[config.mk]
export PLATFORM = sky130hd
export DESIGN_NAME = pjpc_port
export DESIGN_NICKNAME = d
export VERILOG_FILES = /design/src/logic/pjpc_pkg.sv /design/src/logic/pjpc_port.sv
export SDC_FILE = /design/constraint.sdc
export NUM_CORES = 1
export LEC_CHECK = 0
export BUFFER_PORTS_ARGS = -buffer_cell sky130_fd_sc_hd__buf_2
export CAP_MARGIN = 20
export CELL_PAD_IN_SITES_DETAIL_PLACEMENT = 1
export CELL_PAD_IN_SITES_GLOBAL_PLACEMENT = 1
export CORE_ASPECT_RATIO = 1.2
export CORE_MARGIN = 5
export CORE_UTILIZATION = 36
export DETAILED_ROUTE_END_ITERATION = 16
export PLACE_DENSITY = 0.83
export SYNTH_ARGS = -nofsm -noshare
export SYNTH_HDL_FRONTEND = slang
export SYNTH_SLANG_ARGS = --single-unit
[constraint.sdc]
create_clock -name aclk -period 2.01 [get_ports aclk]
set_clock_uncertainty 0.2 [all_clocks]
set_input_delay 0.402 -clock aclk [delete_from_list [all_inputs] [get_ports aclk]]
set_output_delay 0.402 -clock aclk [all_outputs]
set_load 0.01 [all_outputs]
[src/logic/pjpc_pkg.sv]
package pjpc_pkg;
  // Register indices; byte address is four times the index
  localparam logic [7:0] IDX_PORT_DATA  = 8'h28;
  localparam logic [7:0] IDX_PIN_LEVEL  = 8'h29;
  localparam logic [7:0] IDX_DIRECTION  = 8'h2A;
  localparam logic [7:0] IDX_DRIVE      = 8'h2B;
  localparam logic [7:0] IDX_PULL_EN    = 8'h2C;
  localparam logic [7:0] IDX_POLARITY   = 8'h2D;
  localparam logic [7:0] IDX_IRQ_EN     = 8'h2E;
  localparam logic [7:0] IDX_IRQ_FLAGS  = 8'h2F;
  // Pin layout
  localparam logic [7:0] IMPL_MASK      = 8'hC3;
  localparam logic [7:0] PERIPH_MASK    = 8'hC0;
  localparam logic [7:0] CAN_RX_MASK    = 8'h40;
  // Reset values
  localparam logic [7:0] RST_PORT_DATA  = 8'h00;
  localparam logic [7:0] RST_DIRECTION  = 8'h00;
  localparam logic [7:0] RST_DRIVE      = 8'h00;
  localparam logic [7:0] RST_PULL_EN    = 8'hC3;
  localparam logic [7:0] RST_POLARITY   = 8'h00;
  localparam logic [7:0] RST_IRQ_EN     = 8'h00;
  localparam logic [7:0] RST_IRQ_FLAGS  = 8'h00;
  // Edge filter: samples of each level
  localparam int unsigned FILTER_SAMPLES = 4;
  // AXI responses
  localparam logic [1:0] RESP_OKAY      = 2'h0;
  localparam logic [1:0] RESP_SLVERR    = 2'h2;
endpackage : pjpc_pkg

[src/logic/pjpc_port.sv]
// The AXI4-Lite slave port is this design's own decision.
`timescale 1ns/1ps
module pjpc_port #(
  parameter int unsigned ADDR_W   = 8,
  parameter int unsigned FILTER_N = pjpc_pkg::FILTER_SAMPLES
) (
  // Clock and reset
  input  wire logic              aclk,
  input  wire logic              aresetn,
  // AXI4-Lite write
  input  wire logic [ADDR_W-1:0] s_axi_awaddr,
  input  wire logic              s_axi_awvalid,
  output logic                   s_axi_awready,
  input  wire logic [31:0]       s_axi_wdata,
  input  wire logic [3:0]        s_axi_wstrb,
  input  wire logic              s_axi_wvalid,
  output logic                   s_axi_wready,
  output logic [1:0]             s_axi_bresp,
  output logic                   s_axi_bvalid,
  input  wire logic              s_axi_bready,
  // AXI4-Lite read
  input  wire logic [ADDR_W-1:0] s_axi_araddr,
  input  wire logic              s_axi_arvalid,
  output logic                   s_axi_arready,
  output logic [31:0]            s_axi_rdata,
  output logic [1:0]             s_axi_rresp,
  output logic                   s_axi_rvalid,
  input  wire logic              s_axi_rready,
  // Pins
  input  wire logic [7:0]        pin_in,
  output logic [7:0]             pin_out,
  output logic [7:0]             pin_oe,
  output logic [7:0]             pin_reduced,
  output logic [7:0]             pin_pull_up,
  output logic [7:0]             pin_pull_down,
  // CAN controller
  input  wire logic              can_enable,
  input  wire logic              can_transmit_pin,
  output logic                   can_receive_pin,
  // Two-wire controller
  input  wire logic              iic_enable,
  input  wire logic              iic_scl_drive_low,
  input  wire logic              iic_sda_drive_low,
  output logic                   iic_scl_in,
  output logic                   iic_sda_in,
  // Interrupt
  output logic                   irq
);

  if (ADDR_W < 8 || ADDR_W > 32) begin : g_bad_addr
    $error("pjpc_port: ADDR_W must be 8 to 32");
  end
  if (FILTER_N < 1 || FILTER_N > 8) begin : g_bad_filter
    $error("pjpc_port: FILTER_N must be 1 to 8");
  end

  logic [7:0] port_data;
  logic [7:0] pin_direction;
  logic [7:0] drive_strength_select;
  logic [7:0] pull_enable;
  logic [7:0] polarity_select;
  logic [7:0] edge_irq_enable;
  logic [7:0] edge_irq_flags;
  logic [7:0] pin_meta;
  logic [7:0] pin_sync;
  logic [7:0] edge_hit;
  logic       wr_accept;
  logic       rd_accept;

  // Input synchroniser
  always_ff @(posedge aclk)
  begin
    pin_meta <= pin_in;
    pin_sync <= pin_meta;
  end

  // Pin ownership and pad control
  wire        can_own    = can_enable;
  wire        iic_own    = iic_enable & ~can_enable;
  wire [7:0]  periph_sel = (can_own | iic_own) ? pjpc_pkg::PERIPH_MASK : 8'h00;
  wire [7:0]  iic_sel    = iic_own ? pjpc_pkg::PERIPH_MASK : 8'h00;
  wire [7:0]  periph_oe  = can_own ? 8'h80
                         : {iic_scl_drive_low, iic_sda_drive_low, 6'h00};
  wire [7:0]  periph_out = can_own ? {can_transmit_pin, 7'h00} : 8'h00;
  wire [7:0]  next_oe    = ((periph_sel & periph_oe)
                         | (~periph_sel & pin_direction))
                         & pjpc_pkg::IMPL_MASK;
  wire [7:0]  next_out   = ((periph_sel & periph_out)
                         | (~periph_sel & port_data))
                         & pjpc_pkg::IMPL_MASK;
  wire [7:0]  input_use  = ((~periph_sel & ~pin_direction)
                         | (can_own ? pjpc_pkg::CAN_RX_MASK : 8'h00))
                         & pjpc_pkg::IMPL_MASK;
  wire [7:0]  next_pull_up   = pull_enable & ~polarity_select
                             & (input_use | iic_sel);
  wire [7:0]  next_pull_down = pull_enable & polarity_select
                             & input_use;
  wire [7:0]  next_reduced   = drive_strength_select & next_oe;

  always_ff @(posedge aclk)
  begin
    if (!aresetn)
    begin
      pin_oe        <= 8'h00;
      pin_out       <= 8'h00;
      pin_reduced   <= 8'h00;
      pin_pull_up   <= 8'h00;
      pin_pull_down <= 8'h00;
    end
    else
    begin
      pin_oe        <= next_oe;
      pin_out       <= next_out;
      pin_reduced   <= next_reduced;
      pin_pull_up   <= next_pull_up;
      pin_pull_down <= next_pull_down;
    end
  end

  // Peripheral inputs from the synchronised pins
  always_ff @(posedge aclk)
  begin
    if (!aresetn)
    begin
      can_receive_pin <= 1'b1;
      iic_scl_in      <= 1'b1;
      iic_sda_in      <= 1'b1;
    end
    else
    begin
      can_receive_pin <= pin_sync[6];
      iic_scl_in      <= pin_sync[7];
      iic_sda_in      <= pin_sync[6];
    end
  end

  // Edge filter per pin
  for (genvar i = 0; i < 8; i++) begin : g_filter
    logic [2*FILTER_N-1:0] hist;
    always_ff @(posedge aclk)
    begin
      if (!aresetn)
        hist <= '1;
      else
        hist <= {hist[2*FILTER_N-2:0], pin_sync[i]};
    end
    assign edge_hit[i] = pjpc_pkg::IMPL_MASK[i]
                       & (hist == {{FILTER_N{~polarity_select[i]}},
                                   {FILTER_N{polarity_select[i]}}});
  end

  // Bus decode
  wire [ADDR_W-3:0] wr_word   = s_axi_awaddr[ADDR_W-1:2];
  wire [ADDR_W-3:0] rd_word   = s_axi_araddr[ADDR_W-1:2];
  wire [ADDR_W-3:0] map_base  = (ADDR_W-2)'(pjpc_pkg::IDX_PORT_DATA >> 3);
  wire              wr_in_map = (wr_word >> 3) == map_base;
  wire              rd_in_map = (rd_word >> 3) == map_base;
  wire [2:0]        wr_sel    = wr_word[2:0];
  wire [2:0]        rd_sel    = rd_word[2:0];
  wire              wr_hs     = wr_accept;
  wire              wr_do     = wr_hs & wr_in_map & s_axi_wstrb[0];
  wire [7:0]        wbyte     = s_axi_wdata[7:0] & pjpc_pkg::IMPL_MASK;
  wire we_data  = wr_do & (wr_sel == pjpc_pkg::IDX_PORT_DATA[2:0]);
  wire we_dir   = wr_do & (wr_sel == pjpc_pkg::IDX_DIRECTION[2:0]);
  wire we_drive = wr_do & (wr_sel == pjpc_pkg::IDX_DRIVE[2:0]);
  wire we_pull  = wr_do & (wr_sel == pjpc_pkg::IDX_PULL_EN[2:0]);
  wire we_pol   = wr_do & (wr_sel == pjpc_pkg::IDX_POLARITY[2:0]);
  wire we_ien   = wr_do & (wr_sel == pjpc_pkg::IDX_IRQ_EN[2:0]);
  wire we_flag  = wr_do & (wr_sel == pjpc_pkg::IDX_IRQ_FLAGS[2:0]);
  wire [7:0] flag_clr   = we_flag ? wbyte : 8'h00;
  wire [7:0] next_flags = (edge_irq_flags & ~flag_clr)
                        | edge_hit;
  wire [7:0] data_view  = ((pin_direction & port_data)
                        | (~pin_direction & pin_sync))
                        & pjpc_pkg::IMPL_MASK;
  wire [7:0] rd_mux =
      (rd_sel == pjpc_pkg::IDX_PORT_DATA[2:0]) ? data_view
    : (rd_sel == pjpc_pkg::IDX_PIN_LEVEL[2:0]) ? pin_sync & pjpc_pkg::IMPL_MASK
    : (rd_sel == pjpc_pkg::IDX_DIRECTION[2:0]) ? pin_direction
    : (rd_sel == pjpc_pkg::IDX_DRIVE[2:0])     ? drive_strength_select
    : (rd_sel == pjpc_pkg::IDX_PULL_EN[2:0])   ? pull_enable
    : (rd_sel == pjpc_pkg::IDX_POLARITY[2:0])  ? polarity_select
    : (rd_sel == pjpc_pkg::IDX_IRQ_EN[2:0])    ? edge_irq_enable
    : edge_irq_flags;

  // Configuration registers, writable at any time
  always_ff @(posedge aclk)
  begin
    if (!aresetn)
    begin
      port_data             <= pjpc_pkg::RST_PORT_DATA;
      pin_direction         <= pjpc_pkg::RST_DIRECTION;
      drive_strength_select <= pjpc_pkg::RST_DRIVE;
      pull_enable           <= pjpc_pkg::RST_PULL_EN;
      polarity_select       <= pjpc_pkg::RST_POLARITY;
      edge_irq_enable       <= pjpc_pkg::RST_IRQ_EN;
    end
    else
    begin
      if (we_data)  port_data             <= wbyte;
      if (we_dir)   pin_direction         <= wbyte;
      if (we_drive) drive_strength_select <= wbyte;
      if (we_pull)  pull_enable           <= wbyte;
      if (we_pol)   polarity_select       <= wbyte;
      if (we_ien)   edge_irq_enable       <= wbyte;
    end
  end

  // Flags and interrupt
  always_ff @(posedge aclk)
  begin
    if (!aresetn)
    begin
      edge_irq_flags <= pjpc_pkg::RST_IRQ_FLAGS;
      irq            <= 1'b0;
    end
    else
    begin
      edge_irq_flags <= next_flags;
      irq            <= |(edge_irq_flags & edge_irq_enable);
    end
  end

  // Write channel
  assign s_axi_awready = wr_accept;
  assign s_axi_wready  = wr_accept;
  always_ff @(posedge aclk)
  begin
    if (!aresetn)
    begin
      wr_accept    <= 1'b0;
      s_axi_bvalid <= 1'b0;
      s_axi_bresp  <= pjpc_pkg::RESP_OKAY;
    end
    else
    begin
      wr_accept <= s_axi_awvalid & s_axi_wvalid & ~wr_accept & ~s_axi_bvalid;
      if (wr_hs)
      begin
        s_axi_bvalid <= 1'b1;
        s_axi_bresp  <= wr_in_map ? pjpc_pkg::RESP_OKAY : pjpc_pkg::RESP_SLVERR;
      end
      else if (s_axi_bready)
        s_axi_bvalid <= 1'b0;
    end
  end

  // Read channel
  assign s_axi_arready = rd_accept;
  always_ff @(posedge aclk)
  begin
    if (!aresetn)
    begin
      rd_accept    <= 1'b0;
      s_axi_rvalid <= 1'b0;
      s_axi_rdata  <= 32'h0000_0000;
      s_axi_rresp  <= pjpc_pkg::RESP_OKAY;
    end
    else
    begin
      rd_accept <= s_axi_arvalid & ~rd_accept & ~s_axi_rvalid;
      if (rd_accept)
      begin
        s_axi_rvalid <= 1'b1;
        s_axi_rdata  <= rd_in_map ? {24'h00_0000, rd_mux} : 32'h0000_0000;
        s_axi_rresp  <= rd_in_map ? pjpc_pkg::RESP_OKAY : pjpc_pkg::RESP_SLVERR;
      end
      else if (s_axi_rready)
        s_axi_rvalid <= 1'b0;
    end
  end

  wire rd_lvl = rd_accept & rd_in_map & (rd_sel == pjpc_pkg::IDX_PIN_LEVEL[2:0]);
  wire rd_dat = rd_accept & rd_in_map & (rd_sel == pjpc_pkg::IDX_PORT_DATA[2:0]);
endmodule : pjpc_port

After elaboration in Yosys (flattened, before gate mapping)
Cells that the tools add are included.

Eq/ne operators: 18. Reductions and logical operators: 5. Mux-type cells: 20. Bitwise logic cells: 49.

Operators by type and width (count): $and A8 B8 Y8 (14); $mux W8 (13); $or A8 B8 Y8 (5); $eq A8 B8 Y1 (4); $not A8 Y8 (4); $eq A3 B3 Y1 const B (9); $and A1 B1 Y1 (15); $eq A3 B2 Y1 const B (4); $not A1 Y1 (9); $or A8 B7 Y8 (1); $reduce_or A8 Y1 (1); $mux W7 (1); $logic_not A3 Y1 (2); $mux W1 (4); $mux W2 (2); $reduce_bool A2 Y1 (2); $eq A3 B1 Y1 const B (1); $or A1 B1 Y1 (1).

Bits in registers: 163. Output and inout bits: 85.

Logic depth before layout (Yosys ltp)
Depth after elaboration: 9. Gate-level depth with buffers: 6. Mapped depth without buffers: 4.

Worst setup path before layout
OpenSTA, ideal clock, no wires.

Path kind: in2reg. From: input port s_axi_araddr[2]. To: register s_axi_rdata[0]. Arrival time: 1.285 ns. Buffers on the path: 1. Library setup time: 0.123 ns. Path slack: 0.402 ns. Cell stages on the path: 4. Path through: buf_2 -> mux4_2 -> a21oi_1 -> o31ai_1.

Longest elaborated chain between the ends: 9. Elaborated cells on any way between the ends: 15. Those cells by class: eq/ne: 6; mux: 8; reduce/logical: 1.

RTL lines: start: declaration (line pjpc_port.sv:22) `input wire logic [ADDR_W-1:0] s_axi_araddr,`; $eq A3 B3 Y1 (line pjpc_port.sv:183) `: (rd_sel == pjpc_pkg::IDX_IRQ_EN[2:0]) ? edge_irq_enable`; $mux W8 (line pjpc_port.sv:183); $mux W8 (line pjpc_port.sv:182) `: (rd_sel == pjpc_pkg::IDX_POLARITY[2:0]) ? polarity_select`; $mux W8 (line pjpc_port.sv:181) `: (rd_sel == pjpc_pkg::IDX_PULL_EN[2:0]) ? pull_enable`; $mux W8 (line pjpc_port.sv:180) `: (rd_sel == pjpc_pkg::IDX_DRIVE[2:0]) ? drive_strength_select`; $mux W8 (line pjpc_port.sv:179) `: (rd_sel == pjpc_pkg::IDX_DIRECTION[2:0]) ? pin_direction`; $mux W8 (line pjpc_port.sv:178) `: (rd_sel == pjpc_pkg::IDX_PIN_LEVEL[2:0]) ? pin_sync & pjpc_pkg::IMPL_MASK`; $mux W8 * (line pjpc_port.sv:177) `(rd_sel == pjpc_pkg::IDX_PORT_DATA[2:0]) ? data_view`; $mux W8 * (line pjpc_port.sv:265) `s_axi_rdata <= rd_in_map ? {24'h00_0000, rd_mux} : 32'h0000_0000;`; end signal: assignment (line pjpc_port.sv:265); end: declaration (line pjpc_port.sv:25) `output logic [31:0] s_axi_rdata,`.

Mark *: on every way between the ends. The rest lies on a longest branch, timed or not. A chain may end at the register's enable or synchronous reset.

Worst setup path after layout
From: register wr_accept, in the netlist s_axi_awready. To: register pin_direction[7].

Longest elaborated chain between the ends: 3.

RTL lines: start: declaration (line pjpc_port.sv:67) `logic wr_accept;`; start signal: assignment (line pjpc_port.sv:237) `wr_accept <= s_axi_awvalid & s_axi_wvalid & ~wr_accept & ~s_axi_bvalid;`; $and A1 B1 Y1 (2 in a row) (line pjpc_port.sv:161) `wire wr_do = wr_hs & wr_in_map & s_axi_wstrb[0];`; $and A1 B1 Y1 (line pjpc_port.sv:164) `wire we_dir = wr_do & (wr_sel == pjpc_pkg::IDX_DIRECTION[2:0]);`; end signal: assignment (line pjpc_port.sv:192) `pin_direction <= pjpc_pkg::RST_DIRECTION;`; end signal: assignment (line pjpc_port.sv:201) `if (we_dir) pin_direction <= wbyte;`; end: declaration (line pjpc_port.sv:58) `logic [7:0] pin_direction;`.

No other way between the ends.

==> flow_summary_export.csv <==
group,metric,value,unit
run_status,status,"completed",
synth,synth-main-ff-cell,"dfxtp_1",
clocking,path_clk_slew,0.06,ns
synth,synth.distinct_cells,42,
global_routing,grt_max_degree,21,
placement,dpl.hpwl,7049,um
clocking,cts.path.max_buffers,2,
min_path,hp-class,"input pin to register",
worst_setup_path,critical-path-top-delay-family,"simple AND/OR/NAND/NOR gates",
synth,netlist.area_leader.share,0.4970,
clocking,cts_buffers,9,
clocking,clock_sinks,99,
floorplan,core_area,0.01093,mm2
timing,timing.hold.ws,0.09524,ns
synth,ys_ff_latch,99,
timing,hold_violations,0,
power,leakage,0.001984,uW
floorplan,die_area,0.01329,mm2
global_routing,grt_pass1_vias,3122,
worst_setup_path,cpPeakStageDelay,0.44,ns
detailed_routing,wl_per_cell,15.43,um
synth,async_flop_share,0,
clocking,ctsHtreeMaxLevel,3,
global_routing,antenna_found_initial,2,
power,power_density,864.6,mW/mm2
global_routing,grt_pass1_wl,15450,um
final_layout,final_cell_mix,"dfxtp_1 (99), buf_2 (67), conb_1 (50), nand2b_1 (35), nand2_1 (32)",
synth,ys_seq_area_frac,0.4970,
worst_setup_path,path_cells,"and2_2, nand3b_4, nor3b_4, mux2i_1",
synth,ys_warn_count,0,
global_routing,overflow,0,
placement,gp_congestion,0.8223,
timing,finalCriticalPeriod,1.767,ns
detailed_routing,vias_per_cell,4.787,
final_layout,area_growth,15.16,%
synth,synthTopCellsByArea,"dfxtp_1 (50%), buf_4 (9.8%), nand2b_1 (5.5%)",
clocking,clock_latency,0.34,ns
final_layout,nNetsFinal,542,
synth,syn_area_per_cell,9.994,um2
timing,fin_crit_sh,0.8793,
worst_setup_path,crit_arrival,1.83,ns
detailed_routing,final_antenna_net_count,0,
worst_setup_path,timing.critical_path.buf_inv,0,
clocking,cts_setup_buffers,0,
timing,drv_slew,0,
clocking,cts_tree,"done",
worst_setup_path,critPathCaptureType,"register",
synth,synth_area,0.003988,mm2
power,ir_worst_vdd,0.3800,mV
worst_setup_path,start_kind,"register",
detailed_routing,routed_wl,9364,um
worst_setup_path,path_class,"register to register",
timing,setup_viol,0,
floorplan,initial_core_util,0.3648,
floorplan,die_width,106.1,um
placement,io_buffers,67,
detailed_routing,via_count,2906,
floorplan,io_pins,157,
detailed_routing,drc,0,
final_layout,num_antenna_cells,0,
floorplan,num_rows,42,
synth,syn_inst,399,
worst_setup_path,slowest_stage,"dfxtp_1",
final_layout,fin_util,0.4201,
floorplan,die_h,125.3,um
worst_setup_path,required,2.07,ns
clocking,ctsResizeCount,0,
timing,clock.fmax,565.8,MHz
final_layout,layout_commonest_cell,"dfxtp_1",
synth,synth_largest_area_cell,"dfxtp_1",
global_routing,grt_usage,0.1470,
job,maxCapViolCount,0,
worst_setup_path,crit_fanout,8,
timing,tns,0,ns
final_layout,drive_gt1_frac,0.2042,
synth,synth_edf_count,0,
detailed_routing,drt_iter0_markers,103,
detailed_routing,drt_pass1_iterations,4,
timing,grt_setup_unrepaired,"false",
clocking,root_buffer,"clkbuf_16",
synthesized netlist by cell type, drive strengths merged, types with 6 or more instances:
master / number
buf: 60
clkbuf: 7
nand2: 32
o21ai: 9
nor2b: 12
nor4: 8
nor3: 7
nand2b: 35
mux2i: 20
dfxtp: 99
a21oi: 6
nand3: 18
nor3b: 8
a211oi: 9
nor2: 10
inv: 6
nand4: 7
where the power goes:
group	leakage, uW	internal (uW)	switching, uW
combinational	0.00104	92.9	159
clock	0.000139	997	701
sequential	0.000807	2000	23.7
total	0.00198	3090	883
cell families (layout without fill, tap and decap cells):
group	after synthesis	count (layout)	share of synthesized area
AND/OR/NAND/NOR	157	157	0.2306
flip-flops	99	99	0.4970
buffers and inverters	73	100	0.1233
AO/OA/AOI/OAI	46	46	0.08095
multiplexers	23	23	0.06715
other	1	50	0.0009404
through the flow:
stage               instance area, um2  power, uW  std cells  setup WS (ns)
floorplan                         4172       2293        448         0.4020
global placement                  4255       2295        587         0.1985
detailed placement                4255       2307        587         0.1054
CTS                               4592       4016        607         0.2237
global route                      4592       4126        607         0.1481
finish                            4592       3970        607         0.2427
path summary, 6_finish.rpt:
kind / from / endpoint / slack [ns] / cells past startpoint
min: s_axi_arvalid / s_axi_arready / 0.1 / 2
min reg2reg: pin_meta[1] / pin_sync[1] / 0.13 / 0
max: s_axi_awready / pin_direction[7] / 0.24 / 4
max reg2reg: s_axi_awready / pin_direction[7] / 0.24 / 4
flip-flops by register name, summed over array words and instances (netlist names), 4 cells and up:
register               count
g_filter.hist             32
drive_strength_select      4
edge_irq_enable            4
edge_irq_flags             4
pin_direction              4
pin_meta                   4
pin_oe                     4
pin_out                    4
pin_pull_down              4
pin_pull_up                4
pin_reduced                4
pin_sync                   4
polarity_select            4
port_data                  4
pull_enable                4
s_axi_rdata                4
worst register-to-register path: stages, from the launching register on:
cell and delay, ns:
dfxtp_1 0.44, and2_2 0.26, nand3b_4 0.12, nor3b_4 0.42
mux2i_1 0.26
routing by layer:
layer  GRT usage  vias up  wire (um)
met4     0.06631        4        197
met5           0        -         21
met3     0.03969       19        480
met2      0.2688       73       4961
li1            -     1425          -
met1      0.1563     1385       3704
area by class of cell:
cell class	count	area, um2
clock buffer	12	246.5
clock inverter	4	50.05
fill	1270	6339
inverter	6	22.52
multi-input combinational	276	1698
sequential	99	1982
tap	132	165.2
timing repair buffer	78	427.9
what timing repair did:
item | CTS | global route
hold buffers | 4 | 0
hold endpoints to repair | 4 | 0
setup endpoints to repair | 0 | 0
Note: power is estimated with default switching activity, not from simulation.
